--- src/tdo_pkg.sv ---
// shared constants and types for the touch detect output logic
package tdo_pkg;
    localparam int CLK_HZ = 40000000;
    localparam int BURST_MS = 75;
    localparam int CONFIRM_MS = 20;
    localparam int TONE_MS = 95;
    localparam int PULSE_MS = 75;
    localparam int HEALTH_US = 350;
    localparam int TONE_HZ = 4000;
    localparam int TIMEOUT_SHORT_S = 10;
    localparam int TIMEOUT_LONG_S = 60;
    // one millisecond tick derived from the system clock
    localparam int MS_CYCLES = CLK_HZ / 1000;
    localparam int HEALTH_CYCLES = (HEALTH_US * (CLK_HZ / 1000000));
    localparam int TONE_HALF_CYCLES = CLK_HZ / (2 * TONE_HZ);
    localparam int INTEG_LIMIT = 4;
    localparam int CAL_BURSTS = 4;
    // edges after reset before the strap synchronisers hold real pin levels
    localparam int STRAP_FILL = 3;
    localparam logic [15:0] REF_RESET = 16'h0000;
    // threshold differential as a shift of the burst signal: high, medium, low gain
    localparam int SHIFT_HIGH = 5;
    localparam int SHIFT_MED = 4;
    localparam int SHIFT_LOW = 3;
    localparam int RISE_DIV = 16;
    localparam logic [15:0] FALL_STEP = 16'h0004;
    localparam logic [15:0] RISE_STEP = 16'h0001;

    typedef enum logic [1:0] {
        TDO_LEVEL = 2'b00,
        TDO_TOGGLE = 2'b01,
        TDO_PULSE = 2'b11
    } tdo_mode_e;

    typedef enum logic [1:0] {
        TDO_GAIN_HIGH = 2'b00,
        TDO_GAIN_MED = 2'b01,
        TDO_GAIN_LOW = 2'b11
    } tdo_gain_e;

    typedef enum logic [1:0] {
        TDO_ST_CAL = 2'b00,
        TDO_ST_IDLE = 2'b01,
        TDO_ST_HEALTH = 2'b11,
        TDO_ST_ACQ = 2'b10
    } tdo_state_e;
endpackage

--- src/tdo_timebase_if.sv ---
// timebase ticks shared between the top and the divider
interface tdo_timebase_if;
    logic ms_tick;
    logic tone_tick;
    modport src (output ms_tick, output tone_tick);
    modport dst (input ms_tick, input tone_tick);
endinterface

--- src/tdo_timebase.sv ---
// clock dividers giving the millisecond and tone half-period enables
module tdo_timebase #(
    parameter int MS_CYCLES = tdo_pkg::MS_CYCLES,
    parameter int TONE_HALF_CYCLES = tdo_pkg::TONE_HALF_CYCLES
) (
    // clock and reset
    input wire logic clk,
    input wire logic rst_n,
    // ticks
    tdo_timebase_if.src tb
);
    logic [15:0] ms_cnt;
    logic [15:0] tone_cnt;

    // single slow oscillator stand-in: all timing but the health window derives from these [RULE24]
    always_ff @(posedge clk or negedge rst_n) begin
        if (!rst_n) begin
            ms_cnt <= 16'h0000;
        end else if (ms_cnt == 16'(MS_CYCLES - 1)) begin
            ms_cnt <= 16'h0000;
        end else begin
            ms_cnt <= ms_cnt + 16'h0001;
        end
    end

    always_ff @(posedge clk or negedge rst_n) begin
        if (!rst_n) begin
            tone_cnt <= 16'h0000;
        end else if (tone_cnt == 16'(TONE_HALF_CYCLES - 1)) begin
            tone_cnt <= 16'h0000;
        end else begin
            tone_cnt <= tone_cnt + 16'h0001;
        end
    end

    assign tb.ms_tick = (ms_cnt == 16'(MS_CYCLES - 1));
    assign tb.tone_tick = (tone_cnt == 16'(TONE_HALF_CYCLES - 1));
endmodule

--- src/tdo_touch_detect.sv ---
// touch detect back end: reference tracking, integrator, timeout, output and tone
// Operation
// [RULE1] reference slews toward signal only when no detection; frozen while detecting
// [RULE2] reference follows falling signal much faster than rising signal
// [RULE3] threshold is reference plus a fraction of signal level, recomputed continuously
// [RULE4] detection ends when signal drops below threshold minus half the differential
// [RULE5] detection longer than the selected timeout forces full recalibration
// [RULE6] after timeout recalibration present signal becomes the new baseline
// [RULE7] integrator counts detecting bursts to four, clears at once on a miss
// [RULE8] bursts every 75 ms, confirmation bursts every 20 ms
// [RULE9] no recalibration input; forced recalibration only at power-up; the code also recalibrates after a hold timeout
// [RULE10] straps sampled once after power-up and held until next power-up
// [RULE11] two mode straps select level 10 s, level 60 s, toggle or pulse
// [RULE12] output idles high and is driven low while active
// [RULE13] level mode holds output low during detection, released on timeout
// [RULE14] toggle mode inverts output per detection; timeout leaves state
// [RULE15] pulse mode gives one 75 ms low pulse per new detection
// [RULE16] a 95 ms tone starts immediately after a detection is made
// [RULE17] tone drives the two sense terminals in opposite phase
// [RULE18] tone is disabled in pulse mode
// [RULE19] output floats 350 us before every burst as a health indication
// [RULE20] monitor uses a pull-down and counts low pulses while output inactive
// [RULE21] gain strap open, on terminal a, or on terminal b picks high, medium, low
// [RULE22] tone is a square wave near 4 kHz
// [RULE23] calibration clears integrator and timer and loads reference from fresh bursts
// [RULE24] all intervals derive from one internal timebase, approximate accuracy
module tdo_touch_detect #(
    parameter int SIG_W = 16,
    parameter int MS_CYCLES = tdo_pkg::MS_CYCLES,
    parameter int HEALTH_CYCLES = tdo_pkg::HEALTH_CYCLES,
    parameter int TONE_HALF_CYCLES = tdo_pkg::TONE_HALF_CYCLES,
    parameter int TIMEOUT_SHORT_MS = tdo_pkg::TIMEOUT_SHORT_S * 1000,
    parameter int TIMEOUT_LONG_MS = tdo_pkg::TIMEOUT_LONG_S * 1000
) (
    // clock and reset
    input wire logic clk,
    input wire logic rst_n,
    // converter interface
    output logic burst_req,
    input wire logic burst_done,
    input wire logic [SIG_W-1:0] burst_signal,
    // straps from pins
    input wire logic mode_strap_a,
    input wire logic mode_strap_b,
    input wire logic gain_strap_open,
    input wire logic gain_strap_on_a,
    // output pin
    output logic out_n_o,
    output logic out_n_oe,
    // sounder bridge on the sense terminals
    output logic sense_terminal_a_o,
    output logic sense_terminal_b_o,
    output logic sense_terminal_oe,
    // status
    output logic detect
);
    tdo_timebase_if tb();
    tdo_timebase #(.MS_CYCLES(MS_CYCLES), .TONE_HALF_CYCLES(TONE_HALF_CYCLES)) u_tb (
        .clk(clk), .rst_n(rst_n), .tb(tb));

    logic [2:0] sa_sync, sb_sync, go_sync, ga_sync;
    logic straps_taken;
    logic [1:0] strap_fill;
    tdo_pkg::tdo_mode_e mode;
    tdo_pkg::tdo_gain_e gain;
    logic long_timeout;
    tdo_pkg::tdo_state_e state;
    logic [15:0] phase_cnt;
    logic [SIG_W-1:0] ref_lvl;
    logic [SIG_W-1:0] delta;
    logic [SIG_W:0] thresh;
    logic [SIG_W:0] release_lvl;
    logic [2:0] integ;
    logic [2:0] cal_cnt;
    logic [3:0] rise_div;
    logic [16:0] hold_ms;
    logic [6:0] tone_ms;
    logic [6:0] pulse_ms;
    logic toggle_state;
    logic tone_phase;
    logic hit;
    logic timeout;
    logic new_detect;

    // three-stage pin synchronisers, straps only counted once stable
    always_ff @(posedge clk or negedge rst_n) begin
        if (!rst_n) begin
            sa_sync <= 3'h0;
            sb_sync <= 3'h0;
            go_sync <= 3'h0;
            ga_sync <= 3'h0;
            strap_fill <= 2'h0;
        end else begin
            // reset zeros would look stable, so wait until the pipeline holds pin levels
            if (strap_fill != 2'(tdo_pkg::STRAP_FILL)) begin
                strap_fill <= strap_fill + 2'h1;
            end
            sa_sync <= {sa_sync[1:0], mode_strap_a};
            sb_sync <= {sb_sync[1:0], mode_strap_b};
            go_sync <= {go_sync[1:0], gain_strap_open};
            ga_sync <= {ga_sync[1:0], gain_strap_on_a};
        end
    end

    // straps latched once after power-up; no later input can recalibrate [RULE10] [RULE9]
    always_ff @(posedge clk or negedge rst_n) begin
        if (!rst_n) begin
            straps_taken <= 1'b0;
            mode <= tdo_pkg::TDO_LEVEL;
            gain <= tdo_pkg::TDO_GAIN_HIGH;
            long_timeout <= 1'b0;
        end else if (!straps_taken && strap_fill == 2'(tdo_pkg::STRAP_FILL)
                     && sa_sync[2] == sa_sync[1] && sb_sync[2] == sb_sync[1]
                     && go_sync[2] == go_sync[1] && ga_sync[2] == ga_sync[1]) begin
            straps_taken <= 1'b1;
            // strap decode [RULE11]
            long_timeout <= sa_sync[2] && !sb_sync[2];
            if (sa_sync[2]) begin
                mode <= tdo_pkg::TDO_LEVEL;
            end else if (sb_sync[2]) begin
                mode <= tdo_pkg::TDO_PULSE;
            end else begin
                mode <= tdo_pkg::TDO_TOGGLE;
            end
            // gain strap [RULE21]
            if (go_sync[2]) begin
                gain <= tdo_pkg::TDO_GAIN_HIGH;
            end else if (ga_sync[2]) begin
                gain <= tdo_pkg::TDO_GAIN_MED;
            end else begin
                gain <= tdo_pkg::TDO_GAIN_LOW;
            end
        end
    end

    // ratiometric differential and hysteresis release [RULE3] [RULE4]
    always_comb begin
        case (gain)
            tdo_pkg::TDO_GAIN_MED: delta = burst_signal >> tdo_pkg::SHIFT_MED;
            tdo_pkg::TDO_GAIN_LOW: delta = burst_signal >> tdo_pkg::SHIFT_LOW;
            default: delta = burst_signal >> tdo_pkg::SHIFT_HIGH;
        endcase
        thresh = {1'b0, ref_lvl} + {1'b0, delta};
        release_lvl = thresh - {2'b00, delta[SIG_W-1:1]};
    end

    assign hit = detect ? ({1'b0, burst_signal} >= release_lvl)
                        : ({1'b0, burst_signal} > thresh);
    assign timeout = detect && tb.ms_tick &&
        (hold_ms == 17'(long_timeout ? TIMEOUT_LONG_MS - 1 : TIMEOUT_SHORT_MS - 1));
    assign new_detect = burst_done && state == tdo_pkg::TDO_ST_ACQ && !detect && hit
        && integ == 3'(tdo_pkg::INTEG_LIMIT - 1);

    // burst sequencer: calibration, idle spacing, health window, acquisition
    always_ff @(posedge clk or negedge rst_n) begin
        if (!rst_n) begin
            state <= tdo_pkg::TDO_ST_CAL;
            phase_cnt <= 16'h0000;
        end else begin
            case (state)
                tdo_pkg::TDO_ST_CAL, tdo_pkg::TDO_ST_IDLE: begin
                    if (timeout) begin
                        state <= tdo_pkg::TDO_ST_CAL;
                        phase_cnt <= 16'h0000;
                    end else if (!straps_taken) begin
                        phase_cnt <= 16'h0000;
                    end else if (tb.ms_tick) begin
                        // short spacing while confirming [RULE8]
                        if (phase_cnt >= 16'(((integ != 3'h0 || state == tdo_pkg::TDO_ST_CAL)
                                ? tdo_pkg::CONFIRM_MS : tdo_pkg::BURST_MS) - 1)) begin
                            state <= tdo_pkg::TDO_ST_HEALTH;
                            phase_cnt <= 16'h0000;
                        end else begin
                            phase_cnt <= phase_cnt + 16'h0001;
                        end
                    end
                end
                tdo_pkg::TDO_ST_HEALTH: begin
                    // health float before each burst [RULE19]
                    if (phase_cnt == 16'(HEALTH_CYCLES - 1)) begin
                        state <= tdo_pkg::TDO_ST_ACQ;
                        phase_cnt <= 16'h0000;
                    end else begin
                        phase_cnt <= phase_cnt + 16'h0001;
                    end
                end
                default: begin
                    if (burst_done) begin
                        // last calibration burst already returns to normal spacing
                        state <= (cal_cnt < 3'(tdo_pkg::CAL_BURSTS - 1))
                            ? tdo_pkg::TDO_ST_CAL : tdo_pkg::TDO_ST_IDLE;
                        phase_cnt <= 16'h0000;
                    end
                end
            endcase
        end
    end

    assign burst_req = (state == tdo_pkg::TDO_ST_ACQ);

    // calibration burst counter; calibrating until it reaches CAL_BURSTS [RULE23]
    always_ff @(posedge clk or negedge rst_n) begin
        if (!rst_n) begin
            cal_cnt <= 3'h0;
        end else if (timeout) begin
            cal_cnt <= 3'h0;
        end else if (burst_done && state == tdo_pkg::TDO_ST_ACQ
                     && cal_cnt != 3'(tdo_pkg::CAL_BURSTS)) begin
            cal_cnt <= cal_cnt + 3'h1;
        end
    end

    // reference: loaded during calibration, asymmetric slew otherwise [RULE1] [RULE2] [RULE6]
    always_ff @(posedge clk or negedge rst_n) begin
        if (!rst_n) begin
            ref_lvl <= SIG_W'(tdo_pkg::REF_RESET);
            rise_div <= 4'h0;
        end else if (burst_done && state == tdo_pkg::TDO_ST_ACQ) begin
            if (cal_cnt != 3'(tdo_pkg::CAL_BURSTS)) begin
                ref_lvl <= burst_signal;
            end else if (!detect && integ == 3'h0 && !hit) begin
                if (burst_signal < ref_lvl) begin
                    ref_lvl <= (ref_lvl - burst_signal > SIG_W'(tdo_pkg::FALL_STEP))
                        ? ref_lvl - SIG_W'(tdo_pkg::FALL_STEP) : burst_signal;
                end else if (burst_signal > ref_lvl) begin
                    rise_div <= rise_div + 4'h1;
                    if (rise_div == 4'(tdo_pkg::RISE_DIV - 1)) begin
                        ref_lvl <= ref_lvl + SIG_W'(tdo_pkg::RISE_STEP);
                    end
                end
            end
        end
    end

    // integrator and detect flag [RULE7] [RULE4] [RULE23]
    always_ff @(posedge clk or negedge rst_n) begin
        if (!rst_n) begin
            integ <= 3'h0;
            detect <= 1'b0;
        end else if (timeout) begin
            integ <= 3'h0;
            detect <= 1'b0;
        end else if (burst_done && state == tdo_pkg::TDO_ST_ACQ
                     && cal_cnt == 3'(tdo_pkg::CAL_BURSTS)) begin
            if (detect) begin
                detect <= hit;
            end else if (!hit) begin
                integ <= 3'h0;
            end else if (new_detect) begin
                integ <= 3'h0;
                detect <= 1'b1;
            end else begin
                integ <= integ + 3'h1;
            end
        end
    end

    // hold timer measures each continuous detection [RULE5]
    always_ff @(posedge clk or negedge rst_n) begin
        if (!rst_n) begin
            hold_ms <= 17'h00000;
        end else if (!detect || timeout) begin
            hold_ms <= 17'h00000;
        end else if (tb.ms_tick) begin
            hold_ms <= hold_ms + 17'h00001;
        end
    end

    // toggle flip-flop, untouched by timeout [RULE14]
    always_ff @(posedge clk or negedge rst_n) begin
        if (!rst_n) begin
            toggle_state <= 1'b0;
        end else if (new_detect && mode == tdo_pkg::TDO_TOGGLE && cal_cnt == 3'(tdo_pkg::CAL_BURSTS)) begin
            toggle_state <= !toggle_state;
        end
    end

    // pulse and tone timers [RULE15] [RULE16] [RULE18]
    always_ff @(posedge clk or negedge rst_n) begin
        if (!rst_n) begin
            pulse_ms <= 7'h00;
            tone_ms <= 7'h00;
        end else if (new_detect && cal_cnt == 3'(tdo_pkg::CAL_BURSTS)) begin
            pulse_ms <= (mode == tdo_pkg::TDO_PULSE) ? 7'(tdo_pkg::PULSE_MS) : 7'h00;
            tone_ms <= (mode == tdo_pkg::TDO_PULSE) ? 7'h00 : 7'(tdo_pkg::TONE_MS);
        end else if (tb.ms_tick) begin
            if (pulse_ms != 7'h00) begin
                pulse_ms <= pulse_ms - 7'h01;
            end
            if (tone_ms != 7'h00) begin
                tone_ms <= tone_ms - 7'h01;
            end
        end
    end

    // square tone near 4 kHz [RULE22]
    always_ff @(posedge clk or negedge rst_n) begin
        if (!rst_n) begin
            tone_phase <= 1'b0;
        end else if (tone_ms == 7'h00) begin
            tone_phase <= 1'b0;
        end else if (tb.tone_tick) begin
            tone_phase <= !tone_phase;
        end
    end

    // bridge drive, opposite phases; not during acquisition [RULE17]
    always_ff @(posedge clk or negedge rst_n) begin
        if (!rst_n) begin
            sense_terminal_a_o <= 1'b0;
            sense_terminal_b_o <= 1'b0;
            sense_terminal_oe <= 1'b0;
        end else begin
            sense_terminal_a_o <= tone_phase;
            sense_terminal_b_o <= !tone_phase;
            sense_terminal_oe <= (tone_ms != 7'h00) && !burst_req;
        end
    end

    // active-low output with health float [RULE12] [RULE13] [RULE19]
    always_ff @(posedge clk or negedge rst_n) begin
        if (!rst_n) begin
            out_n_o <= 1'b1;
            out_n_oe <= 1'b1;
        end else begin
            case (mode)
                tdo_pkg::TDO_TOGGLE: out_n_o <= !toggle_state;
                tdo_pkg::TDO_PULSE: out_n_o <= (pulse_ms == 7'h00);
                default: out_n_o <= !detect;
            endcase
            out_n_oe <= (state != tdo_pkg::TDO_ST_HEALTH);
        end
    end

    chk_health_float: assert property (@(posedge clk) disable iff (!rst_n)
        (state == tdo_pkg::TDO_ST_HEALTH) |=> !out_n_oe) // [RULE19]
        else $error("output driven during health window");
    chk_level_follows: assert property (@(posedge clk) disable iff (!rst_n)
        (mode == tdo_pkg::TDO_LEVEL && straps_taken) |=> out_n_o == !$past(detect)) // [RULE13]
        else $error("level output does not follow detection");
    chk_ref_frozen: assert property (@(posedge clk) disable iff (!rst_n)
        (detect && cal_cnt == 3'(tdo_pkg::CAL_BURSTS) && !timeout) |=> $stable(ref_lvl)) // [RULE1]
        else $error("reference moved during detection");
    chk_integ_clear: assert property (@(posedge clk) disable iff (!rst_n)
        (burst_done && state == tdo_pkg::TDO_ST_ACQ && !detect && !hit && !timeout)
        |=> integ == 3'h0) // [RULE7]
        else $error("integrator not cleared on miss");
    chk_integ_bound: assert property (@(posedge clk) disable iff (!rst_n)
        integ < 3'(tdo_pkg::INTEG_LIMIT)) // [RULE7]
        else $error("integrator past limit");
    chk_no_pulse_tone: assert property (@(posedge clk) disable iff (!rst_n)
        (mode == tdo_pkg::TDO_PULSE) |-> tone_ms == 7'h00) // [RULE18]
        else $error("tone in pulse mode");
    chk_bridge_phase: assert property (@(posedge clk) disable iff (!rst_n)
        sense_terminal_oe |-> sense_terminal_a_o != sense_terminal_b_o) // [RULE17]
        else $error("bridge terminals in phase");
    chk_timeout_clears: assert property (@(posedge clk) disable iff (!rst_n)
        timeout |=> !detect && hold_ms == 17'h00000 && cal_cnt == 3'h0) // [RULE5]
        else $error("timeout did not recalibrate");
    chk_toggle_keep: assert property (@(posedge clk) disable iff (!rst_n)
        timeout |=> $stable(toggle_state)) // [RULE14]
        else $error("timeout changed toggle state");
    chk_straps_held: assert property (@(posedge clk) disable iff (!rst_n)
        $past(straps_taken) |-> $stable(mode) && $stable(gain)) // [RULE10]
        else $error("straps changed after capture");

    cov_detect: cover property (@(posedge clk) disable iff (!rst_n) $rose(detect));
    cov_timeout: cover property (@(posedge clk) disable iff (!rst_n) timeout);
    cov_tone: cover property (@(posedge clk) disable iff (!rst_n) $rose(sense_terminal_oe));
    cov_health: cover property (@(posedge clk) disable iff (!rst_n) $fell(out_n_oe));
endmodule

--- config.mk ---
export PLATFORM = sky130hd
export DESIGN_NAME = tdo_touch_detect
export DESIGN_NICKNAME = d
export VERILOG_FILES = /design/src/tdo_pkg.sv /design/src/tdo_timebase_if.sv /design/src/tdo_timebase.sv /design/src/tdo_touch_detect.sv
export SDC_FILE = /design/constraint.sdc
export NUM_CORES = 1
export LEC_CHECK = 0
export BUFFER_PORTS_ARGS = -buffer_cell sky130_fd_sc_hd__buf_4
export CELL_PAD_IN_SITES_DETAIL_PLACEMENT = 1
export CELL_PAD_IN_SITES_GLOBAL_PLACEMENT = 2
export CORE_MARGIN = 3
export CORE_UTILIZATION = 35
export DETAILED_ROUTE_END_ITERATION = 16
export PLACE_DENSITY_LB_ADDON = 0.1
export SLEW_MARGIN = 20
export SYNTH_ARGS = -nofsm -noshare
export SYNTH_HDL_FRONTEND = slang
export SYNTH_HIERARCHICAL = 1
export SYNTH_SLANG_ARGS = --single-unit
--- constraint.sdc ---
create_clock -name clk -period 8.75 [get_ports clk]
set_clock_uncertainty 0.2 [all_clocks]
set_input_delay 0.4375 -clock clk [delete_from_list [all_inputs] [get_ports clk]]
set_output_delay 0.4375 -clock clk [all_outputs]
set_load 0.1 [all_outputs]
# --- Yosys cells after proc, flatten, opt, wreduce, memory -nomap -nowiden ---
# Cells that the tools add are included.
totals:
  inputBits: 23
  regBits: 135
  out_inout_bits: 7
op_classes:
  magnitude_cmp: 7
  n_reduce_logical: 55
  n_eq_ne: 28
  n_bitwise: 2
  mux: 56
  n_addsub: 16
ops:
  columns: ["operator", "n"]
  rows:
  - ["$mux W16", 15]
  - ["$add A16 B1 Y16 const B", 4]
  - ["$mux W7", 9]
  - ["$mux W17", 2]
  - ["$pmux W16 S2", 1]
  - ["$pmux W13 S2", 1]
  - ["$mux W3", 7]
  - ["$logic_and A1 B1 Y1", 20]
  - ["$mux W2", 10]
  - ["$add A16 B16 Y17", 1]
  - ["$add A17 B1 Y17 const B", 1]
  - ["$eq A17 B16 Y1", 1]
  - ["$ge A16 B17 Y1", 1]
  - ["$gt A16 B17 Y1", 1]
  - ["$sub A17 B15 Y17", 1]
  - ["$eq A16 B13 Y1 const B", 1]
  - ["$eq A16 B14 Y1 const B", 1]
  - ["$eq A16 B16 Y1 const B", 1]
  - ["$ge A16 B16 Y1", 1]
  - ["$gt A16 B16 Y1", 1]
  - ["$gt A16 B3 Y1 const B", 1]
  - ["$lt A16 B16 Y1", 1]
  - ["$reduce_bool A2 Y1", 8]
  - ["$sub A16 B16 Y16", 1]
  - ["32 further kinds", 73]

# --- Longest topological paths before layout ---
logic_depth:
  ltp_word: 13
  depth_mapped: 25
  ltp_nobuf: 23

# --- Modules after synthesis ---
# The synthesis kept the hierarchy.
modules_own_cells:
  columns: ["module", "cells_each", "n_inst", "seq_area_each_um2", "area_per_inst_um2"]
  rows:
  - ["tdo_touch_detect", 1056, 1, 2580.0, 8790.9]
  - ["tdo_timebase", 137, 1, 800.8, 1516.5]

# --- Worst setup path after synthesis ---
# No wires, ideal clock.
synth_timing:
  path_kind: "reg2reg"
  start: "reg gain[1]"
  end: "reg ref_lvl[13]"
  path_slack_ps: 3443
  arrival_ps: 5020
  stages_incl_launch_ff: 26
  synth_period_minus_slack_ps: 5307
  n_path_buf: 3
  required_ps: 8463
  path_cell_list: "dfrtp_1 clkbuf_1 buf_1 mux2i_1 a21oi_1 ha_1 inv_1 fa_1 nor2b_1 o31a_1 o311ai_1 and2_1 o21ai_0 nand2_1 xor2_1 ha_1 o21a_1 o21ai_0 a221oi_1 o21ai_0 a211oi_2 nor2_1 a31oi_2 clkbuf_1 o21ai_0 o211ai_1"
synth_between:
  elab_chain_cells: 10
  elab_cells_between_ends: 12
  classes_between: "add/sub (2); order compare (2); eq/ne (2); mux (2); reduce/logical (4)"
synth_lines:
  columns: ["item", "line_no", "rtl"]
  rows:
  - ["from (decl)", "tdo_touch_detect.sv:65", "tdo_pkg::tdo_gain_e gain;"]
  - ["from (signal assigned)", "tdo_touch_detect.sv:110", "gain <= tdo_pkg::TDO_GAIN_HIGH;"]
  - ["from (signal assigned)", "tdo_touch_detect.sv:127", "gain <= tdo_pkg::TDO_GAIN_HIGH;"]
  - ["from (signal assigned)", "tdo_touch_detect.sv:129", "gain <= tdo_pkg::TDO_GAIN_MED;"]
  - ["$eq A2 B2 Y1 or $eq A2 B1 Y1 (tied branches)", "tdo_touch_detect.sv:138", "case (gain)"]
  - ["$pmux W13 S2 (*)", "tdo_touch_detect.sv:138", null]
  - ["$add A16 B16 Y17", "tdo_touch_detect.sv:143", "thresh = {1'b0, ref_lvl} + {1'b0, delta};"]
  - ["$sub A17 B15 Y17", "tdo_touch_detect.sv:144", "release_lvl = thresh - {2'b00, delta[SIG_W-1:1]};"]
  - ["$ge A16 B17 Y1", "tdo_touch_detect.sv:147", "assign hit = detect ? ({1'b0, burst_signal} >= release_lvl)"]
  - ["$mux W1 (*)", "tdo_touch_detect.sv:147", null]
  - ["$logic_not A1 Y1 (*)", null, null]
  - ["$logic_and A1 B1 Y1 (*)", "tdo_touch_detect.sv:221", "end else if (!detect && integ == 3'h0 && !hit) begin"]
  - ["$reduce_bool A2 Y1 (no source line) (*)", null, null]
  - ["$reduce_and A4 Y1 (no source line) (*)", null, null]
  - ["to (signal assigned)", "tdo_touch_detect.sv:220", "ref_lvl <= burst_signal;"]
  - ["to (signal assigned)", "tdo_touch_detect.sv:223", "ref_lvl <= (ref_lvl - burst_signal > SIG_W'(tdo_pkg::FALL_STEP))"]
  - ["to (signal assigned)", "tdo_touch_detect.sv:228", "ref_lvl <= ref_lvl + SIG_W'(tdo_pkg::RISE_STEP);"]
  - ["to (decl)", "tdo_touch_detect.sv:69", "logic [SIG_W-1:0] ref_lvl;"]
# Every way passes the cells marked *; elsewhere a longest branch is shown, timed or not.
# A chain may end at the register's enable or synchronous reset.

# --- Final worst setup path ---
layout_timing:
  start: "reg gain[1]"
  end: "reg tone_ms[4]"
layout_between:
  elab_chain_cells: 11
  elab_cells_between_ends: 15
  classes_between: "add/sub (2); order compare (2); eq/ne (2); mux (3); reduce/logical (6)"
layout_lines:
  columns: ["item", "line_no", "rtl"]
  rows:
  - ["$eq A2 B2 Y1 or $eq A2 B1 Y1 (tied branches)", "tdo_touch_detect.sv:138", null]
  - ["$pmux W13 S2 (*)", "tdo_touch_detect.sv:138", null]
  - ["$add A16 B16 Y17", "tdo_touch_detect.sv:143", null]
  - ["$sub A17 B15 Y17", "tdo_touch_detect.sv:144", null]
  - ["$ge A16 B17 Y1", "tdo_touch_detect.sv:147", null]
  - ["$mux W1 (*)", "tdo_touch_detect.sv:147", null]
  - ["$logic_and A1 B1 Y1 (*)", "tdo_touch_detect.sv:151", "assign new_detect = burst_done && state == tdo_pkg::TDO_ST_ACQ && !detect && hit"]
  - ["$logic_and A1 B1 Y1 (*)", "tdo_touch_detect.sv:152", "&& integ == 3'(tdo_pkg::INTEG_LIMIT - 1);"]
  - ["$logic_and A1 B1 Y1 (*)", "tdo_touch_detect.sv:283", "end else if (new_detect && cal_cnt == 3'(tdo_pkg::CAL_BURSTS)) begin"]
  - ["$reduce_bool A2 Y1 (no source line)", null, null]
  - ["$reduce_and A2 Y1 (no source line)", null, null]
  - ["to (signal assigned)", "tdo_touch_detect.sv:285", "tone_ms <= (mode == tdo_pkg::TDO_PULSE) ? 7'h00 : 7'(tdo_pkg::TONE_MS);"]
  - ["to (signal assigned)", "tdo_touch_detect.sv:291", "tone_ms <= tone_ms - 7'h01;"]
  - ["to (decl)", "tdo_touch_detect.sv:77", "logic [6:0] tone_ms;"]
# Marks and branches as above.

==> run_results.csv <==
group,metric,value,unit
status,status,"finished, final reports clean",
routing,wl_per_cell,18.0,um
critical_path,arrival,6340,ps
power,p_leak,5.26,nW
floorplanning,die_h,178,um
cts,cts_max_level,4,
logic_synthesis,postSynthAreaPerCell,8.64,um^2
routing,initialDrtViolationCount,353,
cts,clock_latency,430,ps
logic_synthesis,syn_inst,1193,
logic_synthesis,synth_compound_area_share,16.4,%
logic_synthesis,yosys-top-cells-count,"133 x dfrtp_1, 126 x nor2_1, 94 x ha_1, 88 x nand2_1, 87 x inv_1",
placement,hpwl,22.4,mm
routing,dr.pass1.iters,4,
cts,clkTransAtPathRegs,70,ps
cts,cts_hold_buf,5,
critical_path,start_kind,"register",
timing,period_share,71.7,%
floorplanning,fp-row-count,62,
placement,gp_congestion,0.789,
timing,fin_crit,6270,ps
timing,setup_violations,0,
power,total_power,2.56,mW
power,powerDensity,222,nW/um^2
grt,grt_max_degree,70,
placement,numPortBuffers,29,
timing,max_freq,159,MHz
cells_and_area,antenna_cells,0,
cts,cts_resized,0,
routing,via_count,8626,
job,max-cap-violations,0,
logic_synthesis,syn-cell-area,10300,um^2
logic_synthesis,synth_top_area_share,32.3,%
critical_path,timing.rr.end,"tone_ms[4]",
grt,grt_pass1_vias,8751,
critical_path,reg2reg_slack,2480,ps
critical_path,cp-end-kind,"register",
logic_synthesis,synth-main-ff-cell,"dfrtp_1",
timing,drv_slew,0,
logic_synthesis,synth_warnings,6,
logic_synthesis,synthTopCellsByArea,"dfrtp_1 32%, ha_1 11%, xnor2_1 4.8%",
logic_synthesis,yosysMostFrequentCell,"dfrtp_1",
logic_synthesis,synth-simple-area-share,21.8,%
logic_synthesis,ys_async_sr_fraction,100,%
cells_and_area,drive_above_1_share,7.47,%
worst_hold_path,hold_start,"sa_sync[0]",
timing,tightest_slew,953,ps
cts,numCtsBuffers,17,
cts,post_cts_buffers,0,
critical_path,required,8820,ps
floorplanning,start_util,35.7,%
routing,ant_nets,0,
power,vdd.ir_drop.worst,219,uV
logic_synthesis,synth_top_area_cell,"dfrtp_1",
timing,maxSlewHeadroom,36.2,%
logic_synthesis,muxShareOfSynthArea,2.84,%
cells_and_area,fin_cells,1616,
cells_and_area,fin_nets,1339,
logic_synthesis,synth-xor-area-share,9.60,%
cells_and_area,area_growth,11.9,%
critical_path,criticalPathCategory,"register to register",
logic_synthesis,synth-seq-cells,135,
worst_hold_path,hold-path-endpoint,"sa_sync[1]",
floorplanning,dieWidth,178,um
floorplanning,die-area,31500,um^2
routing,drc,0,
cts,cts_sinks,135,
grt,antenna_found_initial,0,
logic_synthesis,ys_seq_area_share,32.8,%
cts,cts_buffer_depth,2,
grt,gr-total-overflow,0,
cts,cts-root-buf,"clkbuf_16",
worst_hold_path,hold_depth,0,
grt,grt_pass1_wl,47.7,mm
grt,track_usage,19.0,%
timing,hold_violations,0,
routing,vias_per_cell,5.34,
floorplanning,num_io_pins,30,
worst_hold_path,hold_path.class,"register to register",
critical_path,r2r_cells,20,
timing,timing.hold.ws,156,ps
cts,cts_tree,"built",
critical_path,timing.rr.start,"gain[1]",
placement,placedCellCount,1579,
routing,drt-total-wl,29.1,mm
timing,rsz0062_at_grt,"no",
floorplanning,core_area,28900,um^2
critical_path,worstPathMaxFanout,15,
logic_synthesis,synth_nets,1313,
cells_and_area,fillerInstances,3421,
logic_synthesis,synth_top_family_by_area,"simple AND/OR/NAND/NOR gates",
logic_synthesis,synthDistinctLibCells,78,
cells_and_area,finish.utilization,40.0,%
timing,timing.setup.tns,0,ps
logic_synthesis,synthAdderAreaFrac,12.0,%
logic_synthesis,synth-edff-count,0,
## how the worst max path moves through the flow
| stage | startpoint | to |
|---|---|---|
| floorplan | gain[1] | ref_lvl[13] |
| CTS | gain[1] | tone_ms[4] |
| global placement | gain[1] | pulse_ms[6] |
| detailed placement | gain[1] | tone_ms[4] |
| global route | gain[1] | tone_ms[4] |
| finish | gain[1] | tone_ms[4] |
## per-stage QoR
step / area [um^2] / setup WS [ps]
after floorplan: 10300 / 3440
after global placement: 10900 / 2710
after detailed placement: 10900 / 2510
after CTS: 11500 / 2510
after global routing: 11500 / 1970
final: 11500 / 2480
## routing by layer
| layer | global-route usage [%] | part of all wire (%) | wire (um) | up-vias |
|---|---|---|---|---|
| met5 | 0 | 0 | 0 | - |
| met4 | 3.44 | 0.99 | 287 | 0 |
| met3 | 3.08 | 2.0 | 596 | 22 |
| met2 | 29.5 | 44 | 12800 | 64 |
| met1 | 28.0 | 53 | 15400 | 4246 |
| li1 | - | - | - | 4294 |
## power by group
part           total, mW  switching (mW)  internal [mW]
clock network      0.734           0.302          0.432
logic               1.12           0.631          0.492
registers          0.701          0.0522          0.648
## placed cells by master (no fill, tap or decap), types with 51 or more instances in the layout
cell type	n
a21oi_1	69
dfrtp_1	133
ha_1	94
inv_1	87
nand2_1	88
nand3_1	51
nor2_1	126
o21ai_0	56
xnor2_1	57
xor2_1	56
## sequential cells by signal (all words and copies together), names as in the netlist, 4 cells and up
register       count
tone_ms            7
pulse_ms           7
hold_ms           17
ref_lvl           16
rise_div           4
u_tb/ms_cnt       16
u_tb/tone_cnt     16
phase_cnt         16
## worst max-delay path: stages, from the launching register on
cell,delay [ps]
dfrtp_1,780
mux2i_1,170
a21oi_1,310
inv_1,100
fa_1,440
nor2b_1,190
o31a_1,200
o311ai_1,140
and2_1,190
o21ai_0,220
nand2_1,90
xor2_1,210
ha_1,360
o21a_1,140
o21ai_0,80
a221oi_1,300
o21ai_0,190
a211oi_2,540
nand3_1,600
nor2_1,550
a21oi_1,90
## cell type report
cell class	count	area, um^2	share of cell area [%]
Clock buffer	19	443	3.84
Clock inverter	13	146	1.27
Inverter	87	327	2.83
Multi-Input combinational cell	940	6460	56.0
Sequential cell	135	3380	29.3
Tap cell	384	480	4.16
Timing Repair Buffer	38	302	2.61
## cell families (layout without fill, tap and decap cells)
kind of cell	count (synthesis)	after routing
simple gates	444	444
xor+xnor	113	113
buf+inv	118	157
compound gates	257	257
flops	135	135
fa+ha+maj	97	97
mux	29	29
Power figures use the tool's default switching activity.
